[config.mk]
export PLATFORM = sky130hd
export DESIGN_NAME = c3io_top
export DESIGN_NICKNAME = d
export VERILOG_FILES = /design/src/c3io_pkg.sv /design/src/c3io_sync.sv /design/src/c3io_pin_ctrl.sv /design/src/c3io_top.sv
export SDC_FILE = /design/constraint.sdc
export NUM_CORES = 1
export LEC_CHECK = 0
export BUFFER_PORTS_ARGS = -buffer_cell sky130_fd_sc_hd__buf_4
export CORE_UTILIZATION = 52
export CTS_CLUSTER_SIZE = 40
export DETAILED_ROUTE_END_ITERATION = 8
export PLACE_DENSITY = 0.81
export SLEW_MARGIN = 20
export SYNTH_ARGS = -nofsm -noshare
export SYNTH_HDL_FRONTEND = slang
export SYNTH_SLANG_ARGS = --single-unit
[constraint.sdc]
create_clock -name sys_clk -period 1.8 [get_ports sys_clk]
set_input_delay 0.27 -clock sys_clk [delete_from_list [all_inputs] [get_ports sys_clk]]
set_output_delay 0.27 -clock sys_clk [all_outputs]
set_load 0.03 [all_outputs]
[src/c3io_pkg.sv]
/*
  Constants shared by the channel 3 timer I/O function selection block.
  Assumes a single system clock and a synchronous active-high reset.
*/
package c3io_pkg;

  localparam int unsigned C3IO_NUM_GR     = 4;
  localparam int unsigned C3IO_CNT_W      = 16;
  localparam int unsigned C3IO_ADDR_W     = 4;
  localparam int unsigned C3IO_DATA_W     = 8;
  localparam int unsigned C3IO_FIELD_W    = 4;

  // Register indices on the register port.
  localparam logic [3:0]  C3IO_IDX_CTRL_HIGH = 4'h0;
  localparam logic [3:0]  C3IO_IDX_CTRL_LOW  = 4'h1;

  // Reset values.
  localparam logic [7:0]  C3IO_CTRL_RST   = 8'h00;
  localparam logic [7:0]  C3IO_RDATA_RST  = 8'h00;
  localparam logic [15:0] C3IO_CNT_RST    = 16'h0000;

  // Field positions within each control register.
  localparam int unsigned C3IO_UPPER_LSB  = 4;
  localparam int unsigned C3IO_LOWER_LSB  = 0;

  // Bit positions within a 4-bit function field.
  localparam int unsigned C3IO_ROLE_BIT   = 3;
  localparam int unsigned C3IO_LEVEL_BIT  = 2;

  // Low two-bit action codes of a function field.
  localparam logic [1:0]  C3IO_ACT_NONE   = 2'h0;
  localparam logic [1:0]  C3IO_ACT_LOW    = 2'h1;
  localparam logic [1:0]  C3IO_ACT_HIGH   = 2'h2;
  localparam logic [1:0]  C3IO_ACT_TOGGLE = 2'h3;

  // Indices of the four general registers.
  localparam int unsigned C3IO_GR_A       = 0;
  localparam int unsigned C3IO_GR_B       = 1;
  localparam int unsigned C3IO_GR_C       = 2;
  localparam int unsigned C3IO_GR_D       = 3;

endpackage

[src/c3io_sync.sv]
/*
  Two-stage synchroniser for the channel 3 timer pin inputs.
  Assumes the pins are asynchronous to sys_clk.
*/
`timescale 1ns/10ps
module c3io_sync
  import c3io_pkg::*;
(
  input  wire logic                   sys_clk,  // System clock.
  input  wire logic                   rst,      // Synchronous reset, active high.
  input  wire logic [C3IO_NUM_GR-1:0] async_in, // Raw pin levels.
  output logic      [C3IO_NUM_GR-1:0] sync_out  // Synchronised pin levels.
);

  logic [C3IO_NUM_GR-1:0] meta_q;
  logic [C3IO_NUM_GR-1:0] sync_q;

  genvar gi;
  generate
    for (gi = 0; gi < C3IO_NUM_GR; gi++) begin : g_bit
      always_ff @(posedge sys_clk) begin
        if (rst) begin
          meta_q[gi] <= 1'b0;
          sync_q[gi] <= 1'b0;
        end else begin
          meta_q[gi] <= async_in[gi];
          sync_q[gi] <= meta_q[gi];
        end
      end
    end
  endgenerate

  assign sync_out = sync_q;

endmodule

[src/c3io_pin_ctrl.sv]
/*
  Per-register pin logic: output compare drive and input capture edge detection.
  Assumes the match pulse and the pin level are already in the sys_clk domain.
*/
`timescale 1ns/10ps
module c3io_pin_ctrl
  import c3io_pkg::*;
(
  input  wire logic                    sys_clk,   // System clock.
  input  wire logic                    rst,       // Synchronous reset, active high.
  input  wire logic [C3IO_FIELD_W-1:0] field,     // Function field of this register.
  input  wire logic                    load,      // Field written the cycle before.
  input  wire logic                    suppress,  // Register used as a buffer.
  input  wire logic                    match,     // Counter match pulse.
  input  wire logic                    pin_level, // Synchronised pin level.
  output logic                         pin_out,   // Pin output level.
  output logic                         pin_oe,    // Pin output enable.
  output logic                         cap_pulse  // Capture event, one cycle.
);

  logic       level_q;
  logic       level_d;
  logic       oe_q;
  logic       cap_q;
  logic       prev_q;

  wire        is_capture = field[C3IO_ROLE_BIT];
  wire [1:0]  act        = field[1:0];
  wire        active     = !suppress;
  wire        rise       = pin_level && !prev_q;
  wire        fall       = !pin_level && prev_q;
  // Codes 1x capture on both edges; the level bit does not change the source.
  wire        edge_hit   = (act == C3IO_ACT_NONE) ? rise :
                           (act == C3IO_ACT_LOW)  ? fall :
                           (rise || fall);
  wire        cap_d      = active && is_capture && edge_hit;
  wire        oe_d       = active && !is_capture && (act != C3IO_ACT_NONE);
  wire        cmp_hit    = active && !is_capture && match;

  always_comb begin
    level_d = level_q;
    if (load && !is_capture) begin
      level_d = field[C3IO_LEVEL_BIT];
    end else if (cmp_hit) begin
      case (act)
        C3IO_ACT_LOW:    level_d = 1'b0;
        C3IO_ACT_HIGH:   level_d = 1'b1;
        C3IO_ACT_TOGGLE: level_d = !level_q;
        default:         level_d = level_q;
      endcase
    end
  end

  always_ff @(posedge sys_clk) begin
    if (rst) begin
      level_q <= 1'b0;
      oe_q    <= 1'b0;
      cap_q   <= 1'b0;
      prev_q  <= 1'b0;
    end else begin
      level_q <= level_d;
      oe_q    <= oe_d;
      cap_q   <= cap_d;
      prev_q  <= pin_level;
    end
  end

  assign pin_out   = level_q;
  assign pin_oe    = oe_q;
  assign cap_pulse = cap_q;

endmodule

[src/c3io_top.sv]
/*
  Channel 3 timer I/O function selection: two control registers, per-register
  output compare pin drive and input capture of the counter.
  Assumes counter, match pulses and buffer mode bits come from sys_clk logic,
  and the timer pins are asynchronous.
*/
`timescale 1ns/10ps
module c3io_top
  import c3io_pkg::*;
(
  input  wire logic                   sys_clk,        // System clock, 10 MHz.
  input  wire logic                   rst,            // Synchronous reset, active high.
  input  wire logic [C3IO_ADDR_W-1:0] reg_addr,       // Register index.
  input  wire logic [C3IO_DATA_W-1:0] reg_wdata,      // Write data.
  input  wire logic                   reg_wr,         // Write strobe.
  input  wire logic                   reg_rd,         // Read strobe.
  output logic      [C3IO_DATA_W-1:0] reg_rdata,      // Read data, cycle after strobe.
  input  wire logic [C3IO_CNT_W-1:0]  counter,        // Timer counter value.
  input  wire logic [C3IO_NUM_GR-1:0] cmp_match,      // Match pulses, index A..D.
  input  wire logic                   buffer_mode_a,  // C buffers A.
  input  wire logic                   buffer_mode_b,  // D buffers B.
  input  wire logic                   chan3_pin_a_in, // Pin A level.
  input  wire logic                   chan3_pin_b_in, // Pin B level.
  input  wire logic                   chan3_pin_c_in, // Pin C level.
  input  wire logic                   chan3_pin_d_in, // Pin D level.
  output logic      [C3IO_NUM_GR-1:0] pin_out,        // Pin output levels A..D.
  output logic      [C3IO_NUM_GR-1:0] pin_oe,         // Pin output enables A..D.
  output logic      [C3IO_NUM_GR-1:0] cap_strobe,     // Capture pulses A..D.
  output logic      [C3IO_CNT_W-1:0]  chan3_general_a, // Captured value A.
  output logic      [C3IO_CNT_W-1:0]  chan3_general_b, // Captured value B.
  output logic      [C3IO_CNT_W-1:0]  chan3_general_c, // Captured value C.
  output logic      [C3IO_CNT_W-1:0]  chan3_general_d  // Captured value D.
);

  logic [C3IO_DATA_W-1:0]  ctrl_high_q;
  logic [C3IO_DATA_W-1:0]  ctrl_low_q;
  logic [C3IO_DATA_W-1:0]  rdata_q;
  logic [C3IO_CNT_W-1:0]   cap_val_q [C3IO_NUM_GR];
  logic [C3IO_NUM_GR-1:0]  pin_sync;
  logic [C3IO_NUM_GR-1:0]  cap_pulse;
  logic [C3IO_FIELD_W-1:0] field [C3IO_NUM_GR];
  logic [C3IO_NUM_GR-1:0]  load;
  logic [C3IO_NUM_GR-1:0]  suppress;

  // Register decode.
  wire hit_high = (reg_addr == C3IO_IDX_CTRL_HIGH);
  wire hit_low  = (reg_addr == C3IO_IDX_CTRL_LOW);
  wire wr_high  = reg_wr && hit_high;
  wire wr_low   = reg_wr && hit_low;
  wire [C3IO_DATA_W-1:0] rd_sel = hit_high ? ctrl_high_q :
                                  hit_low  ? ctrl_low_q  : C3IO_RDATA_RST;

  // Field extraction.
  assign field[C3IO_GR_A] = ctrl_high_q[C3IO_LOWER_LSB +: C3IO_FIELD_W];
  assign field[C3IO_GR_B] = ctrl_high_q[C3IO_UPPER_LSB +: C3IO_FIELD_W];
  assign field[C3IO_GR_C] = ctrl_low_q[C3IO_LOWER_LSB +: C3IO_FIELD_W];
  assign field[C3IO_GR_D] = ctrl_low_q[C3IO_UPPER_LSB +: C3IO_FIELD_W];

  // Load pulses follow the write by one cycle so the new field is already stored.
  logic wr_high_q;
  logic wr_low_q;
  assign load = {wr_low_q, wr_low_q, wr_high_q, wr_high_q};

  assign suppress[C3IO_GR_A] = 1'b0;
  assign suppress[C3IO_GR_B] = 1'b0;
  assign suppress[C3IO_GR_C] = buffer_mode_a;
  assign suppress[C3IO_GR_D] = buffer_mode_b;

  always_ff @(posedge sys_clk) begin
    if (rst) begin
      ctrl_high_q <= C3IO_CTRL_RST;
      ctrl_low_q  <= C3IO_CTRL_RST;
      wr_high_q   <= 1'b0;
      wr_low_q    <= 1'b0;
    end else begin
      if (wr_high) begin
        ctrl_high_q <= reg_wdata;
      end
      if (wr_low) begin
        ctrl_low_q <= reg_wdata;
      end
      wr_high_q <= wr_high;
      wr_low_q  <= wr_low;
    end
  end

  always_ff @(posedge sys_clk) begin
    if (rst) begin
      rdata_q <= C3IO_RDATA_RST;
    end else if (reg_rd) begin
      rdata_q <= rd_sel;
    end else begin
      rdata_q <= C3IO_RDATA_RST;
    end
  end

  c3io_sync u_sync (
    .sys_clk  (sys_clk),
    .rst      (rst),
    .async_in ({chan3_pin_d_in, chan3_pin_c_in, chan3_pin_b_in, chan3_pin_a_in}),
    .sync_out (pin_sync)
  );

  genvar gi;
  generate
    for (gi = 0; gi < C3IO_NUM_GR; gi++) begin : g_gr
      // The role bit of each field picks compare or capture inside the pin logic.
      c3io_pin_ctrl u_pin (
        .sys_clk   (sys_clk),
        .rst       (rst),
        .field     (field[gi]),
        .load      (load[gi]),
        .suppress  (suppress[gi]),
        .match     (cmp_match[gi]),
        .pin_level (pin_sync[gi]),
        .pin_out   (pin_out[gi]),
        .pin_oe    (pin_oe[gi]),
        .cap_pulse (cap_pulse[gi])
      );

      // The counter is sampled in the cycle the capture pulse is raised.
      always_ff @(posedge sys_clk) begin
        if (rst) begin
          cap_val_q[gi] <= C3IO_CNT_RST;
        end else if (field[gi][C3IO_ROLE_BIT] && !suppress[gi] && cap_pulse[gi]) begin
          cap_val_q[gi] <= counter;
        end
      end
    end
  endgenerate

  assign reg_rdata       = rdata_q;
  assign cap_strobe      = cap_pulse;
  assign chan3_general_a = cap_val_q[C3IO_GR_A];
  assign chan3_general_b = cap_val_q[C3IO_GR_B];
  assign chan3_general_c = cap_val_q[C3IO_GR_C];
  assign chan3_general_d = cap_val_q[C3IO_GR_D];

endmodule

# Word-level counts from Yosys, hierarchy flattened
# Memories as Yosys holds them, arrays and structs flattened.
# Index checks and enable logic that the tools add are counted.
[classes] add_sub_neg=0 n_mul=0 n_div=0 magnitude_cmp=0 eq_ne=13 n_shift=0 mux=40 n_bitwise=5 reduce_logical=78
[op_table] op="$mux 16" count=4
[op_table] op="$logic_and 1x1->1" count=34
[op_table] op="$mux 1" count=30
[op_table] op="$logic_not 1->1" count=18
[op_table] op="$eq 2x2->1 const B" count=8
[op_table] op="$mux 8" count=2
[op_table] op="$reduce_bool 2->1" count=8
[op_table] op="$reduce_bool 4->1" count=4
[op_table] op="$pmux 1 s3" count=4
[op_table] op="$eq 2x1->1 const B" count=4
[op_table] op="$logic_not 2->1" count=4
[op_table] op="$reduce_and 2->1" count=4
[op_table] op="$eq 4x1->1 const B" count=1
[op_table] op="$logic_not 4->1" count=1
[op_table] op="$logic_or 1x1->1" count=4
[op_table] op="$or 1x1->1" count=4
[op_table] op="$reduce_or 2->1" count=1
[op_table] op="$not 1->1" count=1
[word_totals] regBits=50 latch_bits=0 ram_bits=64 rom_bits=0 out_inout_bits=84 wordCells=166 n_memories=1
[mem_list] name="cap_val_q" words=4 word_bits=16 read_ports=4 rd_clocked_by_memory_dff=0 write_ports=4 line_no="c3io_top.sv:38" text="logic [C3IO_CNT_W-1:0] cap_val_q [C3IO_NUM_GR];"

# Logic depth before layout (Yosys ltp)
[logic_depth] word_depth=7 ltp_mapped=5 mapped_depth_nobuf=5

# Cells and area by module
# A second synthesis with hierarchy kept.
[unflattened] cells_unflattened=343 hier_area_um2=4480.5
[modules_own_cells] mod="c3io_top" n_inst=1 cells_per_inst=235 area_per_inst_um2=3419.5 seq_area_each_um2=2442.3
[modules_own_cells] mod="c3io_pin_ctrl" n_inst=4 cells_per_inst=23 area_per_inst_um2=212.7 seq_area_each_um2=80.1
[modules_own_cells] mod="c3io_sync" n_inst=1 cells_per_inst=16 area_per_inst_um2=210.2 seq_area_each_um2=160.2

# Worst setup path before layout
# No wires, ideal clock.
[synth_timing] path_type="input port to flip-flop" startpoint="in rst" endpoint="mem cap_val_q[2][0] (enable)" setup_ps=375 arrival_time_ps=1194 required_ps=1425 slack_ps=232 path_stages=3 cell_sequence="buf_2 > clkbuf_1 > nand2b_1"
[synth_rtl] element="from (decl)" line_no="c3io_top.sv:12" text="input wire logic rst,"
[synth_rtl] element="to (decl)" line_no="c3io_top.sv:38"

==> flow_metrics.tcl <==
set metrics [dict create \
    critPathKind "input pin to flip-flop" \
    h-tree-depth 4 \
    portBuffers 125 \
    end_kind "flip-flop" \
    fp.dieH_um 96.3 \
    post_cts_resized 0 \
    rsz0062_at_grt "no" \
    fillCellCount 593 \
    grt_use_total_pct 22.3 \
    start_util_pct 53.3 \
    antenna-diode-count 0 \
    ys_types 37 \
    clkTransAtPathRegs_ns 0.05 \
    relSlewSlack_pct 58.7 \
    tightest_slew_ns 0.620 \
    synth_area_per_cell_um2 12.7 \
    clkSinkCount 114 \
    tns_ns 0 \
    grt-ovfl-total 0 \
    drt_iter0_drc 106 \
    gp_congestion 0.811 \
    wl_per_cell_um 16.2 \
    yosys_warnings 0 \
    cellLeakagePower_nw 2.65 \
    path_cells "dlygate4sd3_1 -> buf_4 -> nand3b_1 -> nor2_2 -> and2_1" \
    finalMaxSlewViolations 0 \
    grt_pass1_wl_mm 14.8 \
    core_mm2 0.00868 \
    grt_antenna_before_repair 0 \
    grt_max_degree 28 \
    crit_required_ns 2.17 \
    period_share_pct 82.9 \
    finalCriticalPeriod_ns 1.49 \
    hold_class "input pin to flip-flop" \
    dp.cells 580 \
    viasPerCell 5.17 \
    yosysSeqAreaShare_pct 63.2 \
    synth_area_mm2 0.00463 \
    crit_arrival_ns 1.86 \
    ir_drop_mv 0.539 \
    max_cap_violations 0 \
    fmax_ghz 0.670 \
    io_pins 126 \
    path_delay_family "simple AND/OR/NAND/NOR gates" \
    die_area_mm2 0.00928 \
    finalHoldViolations 0 \
    ctsHoldBuffers 6 \
    final_cell_count_no_fill 617 \
    ant_nets 0 \
    vias 3188 \
    cts_root_buf "clkbuf_8" \
    fin_skew_ns 0.00472 \
    synthesis.nets 415 \
    cts_buffer_depth 2 \
    post_cts_buffers 0 \
    die_w_um 96.3 \
    clock_latency_ns 0.50 \
    grt_pass1_vias 2997 \
    dr.pass1.iters 4 \
    cts_tree "yes" \
    numCtsBuffers 17 \
    syn2layout_area_growth_pct 35.2 \
    path_buf_inv 2 \
    cp_max_fo 16 \
    drt-total-wl_mm 10.0 \
    drive_gt1_share_pct 33.2 \
    critPathLaunchType "input pin" \
    nets 547 \
    syn_inst 365 \
    p_per_area_mw_per_mm2 1070 \
    run_status "finished clean" \
    drc 0 \
    finalSetupViolations 0 \
    cpPeakStageDelay_ns 0.54 \
    synth-seq-cells 114 \
    crit_slowest_cell "dlygate4sd3_1" \
    hpwl_mm 6.81 \
    row_count 34 \
]
==> through the flow <==
step | power, mW | setup slack [ns] | hold WS, ns | cell area (um2) | utilization [%]
after global placement | 3.32 | 0.295 | 0.421 | 5590 | 64.4
final | 6.72 | 0.307 | 0.0555 | 6260 | 72.1
after global routing | 6.90 | 0.177 | 0.0559 | 6260 | 72.1
after detailed placement | 3.33 | 0.300 | 0.434 | 5590 | 64.4
after CTS | 6.75 | 0.275 | 0.0458 | 6260 | 72.1
after floorplan | 3.12 | 0.232 | 0.347 | 4630 | -
==> cell families (layout without fill, tap and decap cells) <==
family | after synthesis | after routing | synth area share [%]
muxes | 18 | 18 | 3.95
DFF | 114 | 114 | 63.2
adders and majority gates | 8 | 8 | 2.16
buffers and inverters | 42 | 186 | 4.90
AOI/OAI and AO/OA | 32 | 32 | 5.30
and+or+nand+nor | 151 | 151 | 20.5
==> layout by cell type (no fill, tap or decap), types with 8 or more instances in the layout <==
cell type / Yosys / layout
buf_4: 12 / 132
and2_1: 64 / 64
edfxtp_1: 64 / 64
dfxtp_1: 50 / 50
nand2b_1: 31 / 31
inv_1: 17 / 17
mux2i_1: 16 / 16
nor2_1: 16 / 16
clkbuf_16: 0 / 16
nor2b_1: 10 / 10
a22oi_1: 8 / 8
ha_1: 8 / 8
==> registers in the layout, summed over array words and instances (netlist names) <==
signal,count
ctrl_low_q,8
ctrl_high_q,8
g_gr.u_pin.pin_out,4
reg_rdata,8
cap_val_q,64
g_gr.u_pin.prev_q,4
g_gr.u_pin.pin_oe,4
wr_low_q,1
wr_high_q,1
g_gr.u_pin.cap_pulse,4
u_sync.sync_out,4
u_sync.meta_q,4
==> synth_stat cells, drive strengths merged <==
master   number  area (um2)
edfxtp       64        1920
nor4          1        21.3
a311oi        2        17.5
and2         64         400
a221oi        2        17.5
nand3b        5        37.5
mux2i        16         160
a2bb2oi       2        17.5
o21bai        2        15.0
a21boi        2        15.0
buf          17         128
ha            8         100
a211oi        4        30.0
nand3         5        25.0
nand2         4        15.0
mux2          2        22.5
nand2b       33         221
o211a         2        20.0
and3b         1        8.76
nor4b         3        41.3
dfxtp        50        1000
nor2b        10        62.6
clkbuf        8        35.0
o21ai         4        20.0
inv          17        63.8
nor2         20        85.1
a22oi         8        60.1
nor3          5        30.0
o32ai         2        17.5
a21o          2        15.0
==> cell type report <==
type	instances	area (um2)	area share (%)
timing repair buffer	138	1050	16.8
inverter	17	63.8	1.02
sequential	114	2920	46.7
multi-input combinational	209	1480	23.6
clock inverter	14	193	3.08
tap	108	135	2.16
clock buffer	17	414	6.62
==> final timing paths <==
kind / slack, ns / start / cells after the start / to
max: 0.31 / buffer_mode_b / 5 / cap_val_q[3][15]
min: 0.06 / reg_wdata[1] / 3 / ctrl_low_q[1]
max reg2reg: 0.31 / ctrl_low_q[7] / 3 / cap_val_q[3][15]
min reg2reg: 0.45 / u_sync.meta_q[3] / 1 / u_sync.sync_out[3]
==> worst min-delay path: stages <==
cell,delay (ns)
buf_4,0.08
nand2b_1,0.06
mux2i_1,0.11
==> per-layer routing <==
metal  vias to the layer above  GRT usage (%)  part of all wire (%)  wire length (um)
met1                      1505           26.2                    40              4020
li1                       1522              -                     -                 -
met3                        15           6.00                   8.0               803
met2                       146           38.8                    50              5030
met4                         0           8.82                   1.7               167
met5                         -              0                     0                 0
==> power breakdown <==
group          internal, mW  switching, mW  total, mW
Sequential             2.81         0.0327       2.85
Combinational         0.187          0.251      0.438
Clock                  2.35           1.09       3.43
Total                  5.35           1.37       6.72
No activity file was read; power rests on OpenSTA's default activity.
